<file path="config.mk">
export PLATFORM = sky130hd
export DESIGN_NAME = mcc_config_top
export DESIGN_NICKNAME = d
export VERILOG_FILES = /design/src/common/mcc_pkg.sv /design/src/common/mcc_settle_if.sv /design/src/mcc_config_top.sv /design/src/mcc_settle_timer.sv
export SDC_FILE = /design/constraint.sdc
export NUM_CORES = 1
export LEC_CHECK = 0
export BUFFER_PORTS_ARGS = -buffer_cell sky130_fd_sc_hd__buf_2
export CAP_MARGIN = 40
export CORE_ASPECT_RATIO = 0.5
export CORE_MARGIN = 3
export CORE_UTILIZATION = 60
export CTS_BUF_LIST = sky130_fd_sc_hd__clkbuf_8
export DETAILED_ROUTE_END_ITERATION = 7
export PLACE_DENSITY = 0.82
export SETUP_SLACK_MARGIN = 0.15
export SLEW_MARGIN = 20
export SYNTH_ARGS = -nofsm -noshare
export SYNTH_HDL_FRONTEND = slang
export SYNTH_SLANG_ARGS = --single-unit
export TNS_END_PERCENT = 1
</file>
<file path="constraint.sdc">
create_clock -name clk -period 4.2 [get_ports clk]
set_input_delay 0.21 -clock clk [delete_from_list [all_inputs] [get_ports clk]]
set_output_delay 0.21 -clock clk [all_outputs]
set_load 0.05 [all_outputs]
</file>
<file path="src/common/mcc_pkg.sv">
package mcc_pkg;

	// ------------------------------------------------------------
	// Clock and settling times
	// ------------------------------------------------------------
	localparam int unsigned CLK_HZ = 40_000_000;
	localparam int unsigned CYC_PER_MS = CLK_HZ / 1000;
	localparam int unsigned SETTLE_T0_MS = 64;
	localparam int unsigned SETTLE_T1_MS = 128;
	localparam int unsigned SETTLE_T2_MS = 256;
	localparam int unsigned SETTLE_T0_CYC = SETTLE_T0_MS * CYC_PER_MS;
	localparam int unsigned SETTLE_T1_CYC = SETTLE_T1_MS * CYC_PER_MS;
	localparam int unsigned SETTLE_T2_CYC = SETTLE_T2_MS * CYC_PER_MS;
	localparam int unsigned SETTLE_CNT_W = 24;

	// ------------------------------------------------------------
	// Register byte offsets
	// ------------------------------------------------------------
	localparam logic [7:0] OFF_CONFIG = 8'h00;
	localparam logic [7:0] OFF_IRQ_STATUS = 8'h04;
	localparam logic [7:0] OFF_IRQ_CLEAR = 8'h08;
	localparam logic [7:0] OFF_IRQ_ENABLE = 8'h0c;
	localparam logic [7:0] OFF_STATE = 8'h10;
	localparam logic [7:0] OFF_ZC_SELECT = 8'h14;
	localparam logic [7:0] OFF_SAG_CYC = 8'h18;
	localparam logic [7:0] OFF_SURGE_CYC = 8'h1c;

	// ------------------------------------------------------------
	// Configuration register fields
	// ------------------------------------------------------------
	localparam int unsigned BIT_SOFT_RST = 0;
	localparam int unsigned BIT_PIN3_SRC = 1;
	localparam int unsigned PIN4_LSB = 2;
	localparam int unsigned BIT_ACC_CLR = 5;
	localparam int unsigned SETTLE_LSB = 8;
	localparam int unsigned BIT_DS_MODE = 10;
	localparam logic [15:0] CONFIG_RESET = 16'h0000;
	localparam logic [15:0] CONFIG_WMASK = 16'h070e;

	// ------------------------------------------------------------
	// Interrupt bits and other reset values
	// ------------------------------------------------------------
	localparam int unsigned IRQ_W = 3;
	localparam int unsigned IRQ_SAG = 0;
	localparam int unsigned IRQ_SURGE = 1;
	localparam int unsigned IRQ_SETTLED = 2;
	localparam logic [IRQ_W-1:0] IRQ_RESET = 3'h0;
	localparam logic [1:0] ZC_SELECT_RESET = 2'h0;
	localparam logic [15:0] CYC_LIMIT_RESET = 16'h0001;

	typedef enum logic [1:0] {
		PIN4_DFC_A = 2'b00,
		PIN4_DFC_B = 2'b01,
		PIN4_EVENT = 2'b10,
		PIN4_READY = 2'b11
	} mcc_pin4_e;

	typedef enum logic [1:0] {
		SETTLE_64 = 2'b00,
		SETTLE_128 = 2'b01,
		SETTLE_256 = 2'b10,
		SETTLE_NONE = 2'b11
	} mcc_settle_e;

	typedef enum logic {
		ST_COUNT = 1'b0,
		ST_DONE = 1'b1
	} mcc_settle_state_e;

endpackage

</file>
<file path="src/common/mcc_settle_if.sv">
`timescale 1ns/1ps
interface mcc_settle_if;
	logic restart;
	logic [1:0] code;
	logic done;
	modport ctrl(output restart, output code, input done);
	modport timer(input restart, input code, output done);
endinterface

</file>
<file path="src/mcc_config_top.sv">
// Summary of operation
// Bit 10 selects sag/surge interrupt style
// Style 0: interrupt every programmed cycle count
// Style 1: interrupt on entry and on exit
// Settling code: 64, 128, 256 ms, none
// Bit 5 clears frequency accumulators and denominator
// Accumulator clear bit self-clears, reads zero
// Bits 3:2 route pin four source
// Bit 1 zero: pin three carries converter pulses
// Bit 1 one: pin three carries zero crossing
// Writing bit 0 starts a software reset
// Software reset bit clears itself
// Reserved bits read zero, ignore writes
// Accumulation idle until settling delay elapses
//
// Our own choices: the address map and the Avalon-MM register port.
`timescale 1ns/1ps
module mcc_config_top #(
	parameter int unsigned T0_CYC = mcc_pkg::SETTLE_T0_CYC,
	parameter int unsigned T1_CYC = mcc_pkg::SETTLE_T1_CYC,
	parameter int unsigned T2_CYC = mcc_pkg::SETTLE_T2_CYC,
	parameter int unsigned CYC_W = 16
) (
	input wire logic clk,
	input wire logic reset,
	input wire logic [7:0] avs_address,
	input wire logic avs_read,
	input wire logic avs_write,
	input wire logic [31:0] avs_writedata,
	input wire logic [3:0] avs_byteenable,
	output logic [31:0] avs_readdata,
	output logic avs_waitrequest,
	input wire logic line_cycle,
	input wire logic sag_active,
	input wire logic surge_active,
	input wire logic pin_three_dfc_pulse,
	input wire logic pin_four_dfc_pulse,
	input wire logic event_indicator,
	input wire logic sample_ready_indicator,
	input wire logic [3:0] zero_cross_in,
	output logic pulse_pin_three,
	output logic pulse_pin_four,
	output logic accumulate_enable,
	output logic pulse_accumulator_clear,
	output logic software_reset_trigger,
	output logic irq
);
	import mcc_pkg::*;

	// ------------------------------------------------------------
	// Declarations
	// ------------------------------------------------------------
	mcc_settle_if sif();

	logic ack_q, ack_d;
	logic [31:0] rdata_q, rdata_d;
	logic req, wr_take;
	logic [7:0] addr_w;
	logic [31:0] be_mask;
	logic [15:0] wmask;

	logic [15:0] cfg_q, cfg_d;
	logic [1:0] zc_select_q, zc_select_d;
	logic [CYC_W-1:0] sag_lim_q, sag_lim_d;
	logic [CYC_W-1:0] surge_lim_q, surge_lim_d;
	logic [IRQ_W-1:0] en_q, en_d;
	logic [IRQ_W-1:0] status_q, status_d;
	logic [IRQ_W-1:0] clr_mask;
	logic [IRQ_W-1:0] evt;
	logic soft_rst_q, soft_rst_d;
	logic accclr_q, accclr_d;
	logic done_prev_q;
	logic pin3_q, pin3_d;
	logic pin4_q, pin4_d;
	logic [1:0] ds_evt;
	logic [1:0] ds_cond;
	logic ds_mode;

	// ------------------------------------------------------------
	// Bus handshake: one wait state on every access
	// ------------------------------------------------------------
	assign req = avs_read | avs_write;
	assign ack_d = req & ~ack_q;
	assign avs_waitrequest = req & ~ack_q;
	assign wr_take = avs_write & ack_q;
	assign addr_w = {avs_address[7:2], 2'b00};
	assign avs_readdata = rdata_q;

	always_comb begin
		for (int i = 0; i < 4; i++) begin
			be_mask[i*8 +: 8] = {8{avs_byteenable[i]}};
		end
	end

	assign wmask = be_mask[15:0] & CONFIG_WMASK;

	// ------------------------------------------------------------
	// Register writes
	// ------------------------------------------------------------
	always_comb begin
		cfg_d = cfg_q;
		zc_select_d = zc_select_q;
		sag_lim_d = sag_lim_q;
		surge_lim_d = surge_lim_q;
		en_d = en_q;
		clr_mask = '0;
		soft_rst_d = 1'b0;
		accclr_d = 1'b0;
		if (wr_take) begin
			case (addr_w)
				OFF_CONFIG: begin
					cfg_d = (cfg_q & ~wmask) | (avs_writedata[15:0] & wmask);
					soft_rst_d = avs_byteenable[0] & avs_writedata[BIT_SOFT_RST];
					accclr_d = avs_byteenable[0] & avs_writedata[BIT_ACC_CLR];
				end
				OFF_IRQ_CLEAR: begin
					clr_mask = avs_writedata[IRQ_W-1:0] & be_mask[IRQ_W-1:0];
				end
				OFF_IRQ_ENABLE: begin
					en_d = (en_q & ~be_mask[IRQ_W-1:0])
						| (avs_writedata[IRQ_W-1:0] & be_mask[IRQ_W-1:0]);
				end
				OFF_ZC_SELECT: begin
					if (avs_byteenable[0]) begin
						zc_select_d = avs_writedata[1:0];
					end
				end
				OFF_SAG_CYC: begin
					sag_lim_d = (sag_lim_q & ~be_mask[CYC_W-1:0])
						| (avs_writedata[CYC_W-1:0] & be_mask[CYC_W-1:0]);
				end
				OFF_SURGE_CYC: begin
					surge_lim_d = (surge_lim_q & ~be_mask[CYC_W-1:0])
						| (avs_writedata[CYC_W-1:0] & be_mask[CYC_W-1:0]);
				end
				default: begin
					cfg_d = cfg_q;
				end
			endcase
		end
		if (soft_rst_q) begin
			cfg_d = CONFIG_RESET;
			zc_select_d = ZC_SELECT_RESET;
			sag_lim_d = CYC_W'(CYC_LIMIT_RESET);
			surge_lim_d = CYC_W'(CYC_LIMIT_RESET);
			en_d = IRQ_RESET;
			accclr_d = 1'b0;
		end
	end

	// ------------------------------------------------------------
	// Register reads
	// ------------------------------------------------------------
	always_comb begin
		rdata_d = rdata_q;
		if (req & ~ack_q) begin
			case (addr_w)
				OFF_CONFIG: rdata_d = {16'h0000, cfg_q};
				OFF_IRQ_STATUS: rdata_d = 32'(status_q);
				OFF_IRQ_ENABLE: rdata_d = 32'(en_q);
				OFF_STATE: rdata_d = {29'h0, ds_cond, sif.done};
				OFF_ZC_SELECT: rdata_d = {30'h0, zc_select_q};
				OFF_SAG_CYC: rdata_d = 32'(sag_lim_q);
				OFF_SURGE_CYC: rdata_d = 32'(surge_lim_q);
				default: rdata_d = 32'h0000_0000;
			endcase
		end
	end

	always_ff @(posedge clk) begin
		if (reset) begin
			ack_q <= 1'b0;
			rdata_q <= 32'h0000_0000;
			cfg_q <= CONFIG_RESET;
			zc_select_q <= ZC_SELECT_RESET;
			sag_lim_q <= CYC_W'(CYC_LIMIT_RESET);
			surge_lim_q <= CYC_W'(CYC_LIMIT_RESET);
			en_q <= IRQ_RESET;
			soft_rst_q <= 1'b0;
			accclr_q <= 1'b0;
		end else begin
			ack_q <= ack_d;
			rdata_q <= rdata_d;
			cfg_q <= cfg_d;
			zc_select_q <= zc_select_d;
			sag_lim_q <= sag_lim_d;
			surge_lim_q <= surge_lim_d;
			en_q <= en_d;
			soft_rst_q <= soft_rst_d;
			accclr_q <= accclr_d;
		end
	end

	assign software_reset_trigger = soft_rst_q;
	assign pulse_accumulator_clear = accclr_q;

	// ------------------------------------------------------------
	// Settling timer
	// ------------------------------------------------------------
	assign sif.restart = soft_rst_q;
	assign sif.code = cfg_q[SETTLE_LSB +: 2];

	mcc_settle_timer #(
		.T0_CYC(T0_CYC),
		.T1_CYC(T1_CYC),
		.T2_CYC(T2_CYC),
		.CNT_W(SETTLE_CNT_W)
	) u_settle (
		.clk(clk),
		.reset(reset),
		.sif(sif)
	);

	assign accumulate_enable = sif.done;

	// ------------------------------------------------------------
	// Sag and surge event generation
	// ------------------------------------------------------------
	assign ds_mode = cfg_q[BIT_DS_MODE];

	for (genvar ch = 0; ch < 2; ch++) begin : g_ds
		logic cond;
		logic cond_q, cond_d;
		logic [CYC_W-1:0] cnt_q, cnt_d;
		logic [CYC_W-1:0] lim;
		logic hit;

		assign cond = (ch == 0) ? sag_active : surge_active;
		assign lim = (ch == 0) ? sag_lim_q : surge_lim_q;
		assign hit = (lim == '0) || (cnt_q >= lim - CYC_W'(1));

		always_comb begin
			cond_d = cond;
			cnt_d = cnt_q;
			if (!cond) begin
				cnt_d = '0;
			end else if (line_cycle) begin
				cnt_d = hit ? '0 : cnt_q + CYC_W'(1);
			end
		end

		always_ff @(posedge clk) begin
			if (reset || soft_rst_q) begin
				cond_q <= 1'b0;
				cnt_q <= '0;
			end else begin
				cond_q <= cond_d;
				cnt_q <= cnt_d;
			end
		end

		assign ds_evt[ch] = ds_mode ? (cond ^ cond_q)
			: (cond & line_cycle & hit);
		assign ds_cond[ch] = cond_q;
	end

	// ------------------------------------------------------------
	// Interrupt status, enable and output
	// ------------------------------------------------------------
	always_comb begin
		evt = '0;
		evt[IRQ_SAG] = ds_evt[0];
		evt[IRQ_SURGE] = ds_evt[1];
		evt[IRQ_SETTLED] = sif.done & ~done_prev_q;
		status_d = (status_q & ~clr_mask) | evt;
		if (soft_rst_q) begin
			status_d = IRQ_RESET;
		end
	end

	always_ff @(posedge clk) begin
		if (reset) begin
			status_q <= IRQ_RESET;
			done_prev_q <= 1'b0;
		end else begin
			status_q <= status_d;
			done_prev_q <= sif.done;
		end
	end

	assign irq = |(status_q & en_q);

	// ------------------------------------------------------------
	// Pulse pin routing
	// ------------------------------------------------------------
	always_comb begin
		if (cfg_q[BIT_PIN3_SRC]) begin
			pin3_d = zero_cross_in[zc_select_q];
		end else begin
			pin3_d = pin_three_dfc_pulse & sif.done;
		end
		case (mcc_pin4_e'(cfg_q[PIN4_LSB +: 2]))
			PIN4_DFC_A: pin4_d = pin_four_dfc_pulse & sif.done;
			PIN4_DFC_B: pin4_d = pin_four_dfc_pulse & sif.done;
			PIN4_EVENT: pin4_d = event_indicator;
			PIN4_READY: pin4_d = sample_ready_indicator;
			default: pin4_d = 1'b0;
		endcase
	end

	always_ff @(posedge clk) begin
		if (reset) begin
			pin3_q <= 1'b0;
			pin4_q <= 1'b0;
		end else begin
			pin3_q <= pin3_d;
			pin4_q <= pin4_d;
		end
	end

	assign pulse_pin_three = pin3_q;
	assign pulse_pin_four = pin4_q;

endmodule // mcc_config_top

</file>
<file path="src/mcc_settle_timer.sv">
`timescale 1ns/1ps
module mcc_settle_timer #(
	parameter int unsigned T0_CYC = mcc_pkg::SETTLE_T0_CYC,
	parameter int unsigned T1_CYC = mcc_pkg::SETTLE_T1_CYC,
	parameter int unsigned T2_CYC = mcc_pkg::SETTLE_T2_CYC,
	parameter int unsigned CNT_W = mcc_pkg::SETTLE_CNT_W
) (
	input wire logic clk,
	input wire logic reset,
	mcc_settle_if.timer sif
);
	import mcc_pkg::*;

	mcc_settle_state_e st_q, st_d;
	logic [CNT_W-1:0] cnt_q, cnt_d;
	logic [CNT_W-1:0] lim;

	// ------------------------------------------------------------
	// Delay selection
	// ------------------------------------------------------------
	always_comb begin
		case (mcc_settle_e'(sif.code))
			SETTLE_64: lim = CNT_W'(T0_CYC);
			SETTLE_128: lim = CNT_W'(T1_CYC);
			SETTLE_256: lim = CNT_W'(T2_CYC);
			default: lim = CNT_W'(1);
		endcase
	end

	// ------------------------------------------------------------
	// Count up after any reset
	// ------------------------------------------------------------
	always_comb begin
		st_d = st_q;
		cnt_d = cnt_q;
		case (st_q)
			ST_COUNT: begin
				if (sif.code == SETTLE_NONE || cnt_q >= lim - CNT_W'(1)) begin
					st_d = ST_DONE;
				end else begin
					cnt_d = cnt_q + CNT_W'(1);
				end
			end
			ST_DONE: begin
				st_d = ST_DONE;
			end
			default: begin
				st_d = ST_COUNT;
			end
		endcase
		if (sif.restart) begin
			st_d = ST_COUNT;
			cnt_d = '0;
		end
	end

	always_ff @(posedge clk) begin
		if (reset) begin
			st_q <= ST_COUNT;
			cnt_q <= '0;
		end else begin
			st_q <= st_d;
			cnt_q <= cnt_d;
		end
	end

	assign sif.done = (st_q == ST_DONE);

endmodule // mcc_settle_timer

</file>
==> impl_metrics.csv, run 1 <==
group,metric,value,unit
status,status,"finished, final reports clean",
global_routing,grt_pass1_wl,30790,um
layout,stdcell_count,1108,
logic_synthesis,syn_area,7506,sq um
timing,timing.final.max_slew_violations,0,
critical_path,cp.arrival,3.88,ns
placed_design,place_congestion,0.8818,
critical_path,crit_chain,"ha_1 -> inv_1 -> o21ai_0 -> ha_1 -> a21oi_1 -> o21ai_0 -> a211oi_4 -> o2111ai_2 -> or4_1 -> a21oi_1",
layout,diodes,0,
logic_synthesis,synthMuxAreaShare,0.05268,
detailed_routing,via_per_inst,5.986,
detailed_routing,postRouteAntennaNets,0,
detailed_routing,drc_errors,0,
global_routing,grt_remaining_overflow,0,
logic_synthesis,synth-edff-count,0,
logic_synthesis,async_reset_ff_frac,0,
cts,path_clk_slew,0.09,ns
logic_synthesis,synth-xor-area-share,0.06418,
timing,hold_viol_final,0,
logic_synthesis,yosys_register_bits,127,
die,io_pins,98,
logic_synthesis,synth_top_family_by_area,"simple AND/OR/NAND/NOR gates",
cts,cts_inserted_buffers,17,
critical_path,critPathMaxStageDelay,0.63,ns
cts,post-cts-setup-buffer-count,0,
timing,finalCriticalPeriod,3.485,ns
timing,rsz0062_at_grt,"no",
detailed_routing,vias,6633,
logic_synthesis,syn-instance-count,879,
layout,fillCellCount,955,
timing,skew,0.01240,ns
logic_synthesis,synth.area.top_cells,"dfxtp_1, ha_1, nor2_1",
detailed_routing,drtPass1Iterations,7,
die,die_area,13970,sq um
detailed_routing,wire_per_inst,16.50,um
logic_synthesis,synthSimpleGateAreaFrac,0.2230,
timing,finalSetupViolations,0,
logic_synthesis,synth_cell_types,65,
die,coreArea,12020,sq um
logic_synthesis,synth.yosys.seq_area_share,0.3387,
cts,cts_resized,0,
critical_path,crit_type,"reg -> reg",
global_routing,grt_pass1_vias,6277,
logic_synthesis,synth.avg_cell_area,8.539,sq um
critical_path,critical_path.slowest_cell,"or4_1",
global_routing,antenna_found_initial,0,
layout,nNetsFinal,1055,
detailed_routing,wirelength,18280,um
cts,cts_tree,"built",
layout,fin_area,8268,sq um
global_routing,grt_max_degree,31,
power,powerDensity,296.7,nW/um^2
global_routing,grt_use_total,0.2727,
placed_design,post-place-ws,0.7882,ns
hold_path,worstHoldPathType,"in -> reg",
timing,fmax,287.0,MHz
logic_synthesis,synth.top_cell.area_share,0.3387,
critical_path,crit_fanout,22,
logic_synthesis,yosysTopAreaCell,"dfxtp_1",
power,cellLeakagePower,3.221,nW
cts,clock_sinks,127,
die,rows,28,
cts,insertion_delay,0.45,ns
timing,max_slew.worst_pin.slew,0.8966,ns
critical_path,end_kind,"flip-flop",
logic_synthesis,synth_flop_cell,"dfxtp_1",
run,maxCapViolations,0,
logic_synthesis,synth_compound_area_frac,0.1535,
layout,layout_common_cells,"dfxtp_1, nor2_1, a21oi_1",
detailed_routing,first_iter_violations,493,
die,die_w,164.2,um
layout,final_common_cell,"dfxtp_1",
placed_design,dp_cells,1071,
placed_design,hpwl,13300,um
layout,multi_input_area,4589,sq um
die,initial_core_util,0.6246,
cts,root_buffer,"clkbuf_8",
timing,finalSetupTns,0,ns
placed_design,portBuffers,61,
layout,syn2layout_area_growth,10.15,%
cts,cts.path.max_buffers,2,
logic_synthesis,synthAdderAreaFrac,0.1100,
layout,seqCellArea,2542,sq um
layout,drive_gt1_frac,0.1220,
critical_path,crit_path_start_kind,"flip-flop",
timing,slew_headroom,0.3996,
timing,worst_slack,0.7154,ns
critical_path,cp.required,4.59,ns
cts,h-tree-depth,4,
power,ir_drop,177.6,uV
timing,fin_crit_sh,0.8297,
placed_design,place_area,7829,sq um
die,die_h,85.09,um
logic_synthesis,synth_warnings,0,
routing by layer:
| layer | vias to the layer above | wire length (um) | part of all wire | GRT usage |
|---|---|---|---|---|
| li1 | 3244 | - | - | - |
| met3 | 26 | 1173 | 0.064 | 0.05510 |
| met4 | 0 | 253 | 0.014 | 0.07061 |
| met5 | - | 0 | 0 | 0 |
| met1 | 3168 | 8113 | 0.44 | 0.3594 |
| met2 | 195 | 8739 | 0.48 | 0.4601 |
area by class of cell:
| cell class | count | share of cell area |
|---|---|---|
| multi-input combinational | 680 | 0.5551 |
| sequential | 127 | 0.3075 |
| timing repair buffer | 72 | 0.05024 |
| clock buffer | 17 | 0.02830 |
| tap | 165 | 0.02497 |
| clock inverter | 15 | 0.01937 |
| inverter | 32 | 0.01453 |
synth_stat cells (2+ instances only):
master      n
dfxtp_1   127
nor2_1    108
a21oi_1    69
ha_1       66
nand2_1    58
nand3_1    43
mux2i_1    35
inv_1      32
xnor2_1    29
clkbuf_1   26
xor2_1     26
buf_4      20
a22oi_1    19
a211oi_1   17
nand4_1    17
nor3_1     15
o31ai_1    15
or4_1      14
or3_1      13
nor2b_1    12
o21ai_0    12
and3_1     11
nor4_1     11
o21ai_1     8
a21o_1      7
and4_1      6
buf_2       5
a222oi_1    4
buf_6       3
nand2b_1    3
nor3b_1     3
a211o_1     2
a21boi_0    2
a31oi_1     2
and4b_1     2
mux2_2      2
nor4_4      2
o211ai_1    2
o311ai_0    2
o31a_1      2
o32ai_1     2
or2_2       2
metrics by stage:
| step | total power [W] | hold slack, ns | utilization |
|---|---|---|---|
| 6_report | 0.002453 | 0.02946 | 0.6880 |
| 5_1_grt | 0.002538 | 0.02027 | 0.6880 |
| 4_1_cts | 0.002461 | 0.01398 | 0.6868 |
| 3_5_place_dp | 0.001388 | 0.4634 | 0.6515 |
| 3_3_place_gp | 0.001382 | 0.4562 | 0.6492 |
| 2_1_floorplan | 0.001352 | 0.2816 | - |
power by group:
group	leakage, nW	internal (W)	switching [W]
Sequential	1.02	0.00121	0.00000824
Clock	0.197	0.000536	0.000552
Combinational	2.00	0.0000397	0.000107
Total	3.22	0.00178	0.000668
critical path: cells and delay by family, from the launching register on:
family / cells / cell delay [ns]
AOI/OAI and AO/OA: 6 / 1.35
adders and majority gates: 2 / 0.83
buffers and inverters: 1 / 0.16
DFF: 1 / 0.44
and+or+nand+nor: 1 / 0.63
final timing paths:
kind                     startpoint            endpoint  slack (ns)  cells past startpoint
hold / removal    avs_writedata[13]           flip-flop        0.03                      3
setup / recovery          flip-flop  u_settle.cnt_q[15]        0.72                     10
setup reg to reg          flip-flop  u_settle.cnt_q[15]        0.72                     10
hold reg to reg     avs_readdata[1]     avs_readdata[1]        0.48                      2
what timing repair did:
item,in CTS,in global routing
endpoints found under the setup margin,0,0
endpoints found under the hold margin,4,0
hold buffers,3,0
kinds of logic (layout without fill, tap and decap cells):
logic type	count (synthesis)	count (layout)
DFF	127	127
muxes	38	38
AOI/OAI and AO/OA	176	176
adders and majority gates	66	66
xor gates and xnor gates	55	55
and+or+nand+nor	329	329
other	1	16
buffers and inverters	87	136
No activity file was read; power rests on OpenSTA's default activity.
==> inputs of run 2 (changes only) <==
Settings changed: CORE_UTILIZATION 60 to 55, PLACE_DENSITY 0.82 to 0.8.
Clock period 4.2 ns to 3.1 ns, I/O delays scaled along.
==> impl_metrics.csv, run 2 (synthesized netlist as in run 1, its figures left out) <==
group,metric,value,unit
status,status,"finished, final reports clean",
detailed_routing,wirelength,19270,um
layout,final_common_cell,"dfxtp_1",
detailed_routing,wire_per_inst,16.91,um
critical_path,crit_fanout,9,
placed_design,post-place-ws,0.08915,ns
timing,finalSetupViolations,0,
detailed_routing,vias,6884,
timing,fin_crit_sh,0.9421,
power,powerDensity,378.4,nW/um^2
hold_path,min_from,"avs_writedata[2]",
global_routing,grt_pass1_vias,6527,
die,die_h,88.61,um
power,swShare,0.2582,
power,switchingPower,0.0008432,W
power,cellLeakagePower,3.380,nW
critical_path,crit_family,"compound AO/OA/AOI/OAI gates",
critical_path,crit_chain,"or4_1 -> nor4_2 -> xnor2_1 -> ha_1 -> a21o_1 -> a221oi_2 -> o31ai_2 -> a31o_4 -> a41o_1",
cts,cts_inserted_buffers,17,
cts,insertion_delay,0.45,ns
layout,fillCellCount,1043,
power,ir_drop,247.3,uV
layout,nNetsFinal,1082,
cts,cts_tree,"built",
detailed_routing,drtPass1Iterations,5,
layout,drive_gt1_frac,0.1608,
critical_path,cp.required,3.44,ns
detailed_routing,via_per_inst,6.039,
layout,syn2layout_area_growth,14.99,%
global_routing,grt_pass1_wl,30910,um
placed_design,place_area,7966,sq um
critical_path,timing.rr.end,"status_q[0]",
die,rows,29,
critical_path,crit_type,"reg -> reg",
cts,path_clk_slew,0.08,ns
global_routing,antenna_found_initial,0,
timing,fmax,342.4,MHz
placed_design,hpwl,13810,um
die,coreArea,12990,sq um
layout,seqCellArea,2547,sq um
critical_path,end_kind,"flip-flop",
hold_path,worstHoldPathType,"in -> reg",
hold_path,hold_path_depth,3,
cts,root_buffer,"clkbuf_8",
layout,stdcell_count,1140,
placed_design,portBuffers,61,
critical_path,critical_path.slowest_cell,"or4_1",
detailed_routing,postRouteAntennaNets,0,
run,maxCapViolations,0,
critical_path,r2r_cells,9,
cts,h-tree-depth,4,
timing,rsz0062_at_grt,"yes",
global_routing,grt_remaining_overflow,0,
placed_design,dp_cells,1092,
critical_path,critPathMaxStageDelay,0.61,ns
global_routing,grt_use_total,0.2533,
die,die_w,171.2,um
layout,layout_common_cells,"dfxtp_1, nor2_1, a21oi_1",
timing,timing.final.max_slew_violations,0,
layout,fin_area,8631,sq um
timing,finalSetupTns,0,ns
power,p_seq_frac,0.505,
critical_path,cp.arrival,3.26,ns
placed_design,place_congestion,0.9303,
timing,slew_headroom,0.4528,
cts,clock_sinks,127,
detailed_routing,first_iter_violations,575,
die,die_area,15170,sq um
die,io_pins,98,
timing,skew,0.01515,ns
timing,hold_ws,0.02046,ns
cts,cts.path.max_buffers,2,
detailed_routing,drc_errors,0,
power,p_int,0.002422,W
power,p_clk_frac,0.429,
timing,max_slew.worst_pin.slew,0.8132,ns
timing,finalCriticalPeriod,2.921,ns
timing,worst_slack,0.1795,ns
global_routing,grt_max_degree,36,
critical_path,rrSetupSlack,0.18,ns
timing,hold_viol_final,0,
critical_path,crit_path_start_kind,"flip-flop",
die,initial_core_util,0.5778,
layout,diodes,0,
layout,multi_input_area,4736,sq um
critical_path,critical_path_buf_inv_count,0,
power,pwr-share-comb,0.066,
-- run 2: stage by stage --
step	power (W)	utilization
after CTS	0.003266	0.6540
after detailed placement	0.001881	0.6133
final	0.003266	0.6644
after floorplan	0.001832	-
after global routing	0.003361	0.6644
after global placement	0.001878	0.6127
-- run 2: worst max-delay path by stage --
stage,cells after the start,end,from,slack (ns)
floorplan,11,g_ds[0].cnt_q[12],flip-flop,0.15
global placement,9,status_q[0],flip-flop,0.15
detailed placement,11,u_settle.cnt_q[19],flip-flop,0.09
CTS,12,g_ds[1].cnt_q[11],flip-flop,0.14
global route,11,g_ds[0].cnt_q[7],flip-flop,0.07
finish,9,status_q[0],flip-flop,0.18
-- run 2: power by group through the flow --
stage               registers [W]  clock network (W)  logic (W)
global route              0.00165            0.00148   0.000233
floorplan                 0.00168                  0   0.000148
global placement          0.00169                  0   0.000191
finish                    0.00165            0.00140   0.000216
detailed placement        0.00169                  0   0.000194
CTS                       0.00165            0.00141   0.000209
-- run 2: tightest hold or removal path: stages --
cell	delay, ns
buf_2	0.14
nand3_1	0.07
a21oi_1	0.05
-- run 2: layout make-up --
class | count | area share
multi-input cells | 681 | 0.5487
inverters | 32 | 0.01392
repair buffers | 98 | 0.07422
well taps | 170 | 0.02464
flip-flops and latches | 127 | 0.2952
clock buffers | 18 | 0.02870
clock inverters | 14 | 0.01464
-- run 2: routing by layer --
metal  vias up  global-route usage  share of wire
met4         0             0.09124          0.022
li1       3309                   -              -
met1      3301              0.3146           0.43
met2       233              0.4414           0.48
met3        41             0.05533          0.067
met5         -                   0              0
-- run 2: what timing repair did --
action | 4_1_cts | 5_1_grt
resized for setup | 3 | 31
hold endpoints to repair | 24 | 0
setup endpoints to repair | 35 | 54
gates cloned | 0 | 2
buffers inserted | 0 | 0
pin swaps | 1 | 4
hold buffers | 14 | 0
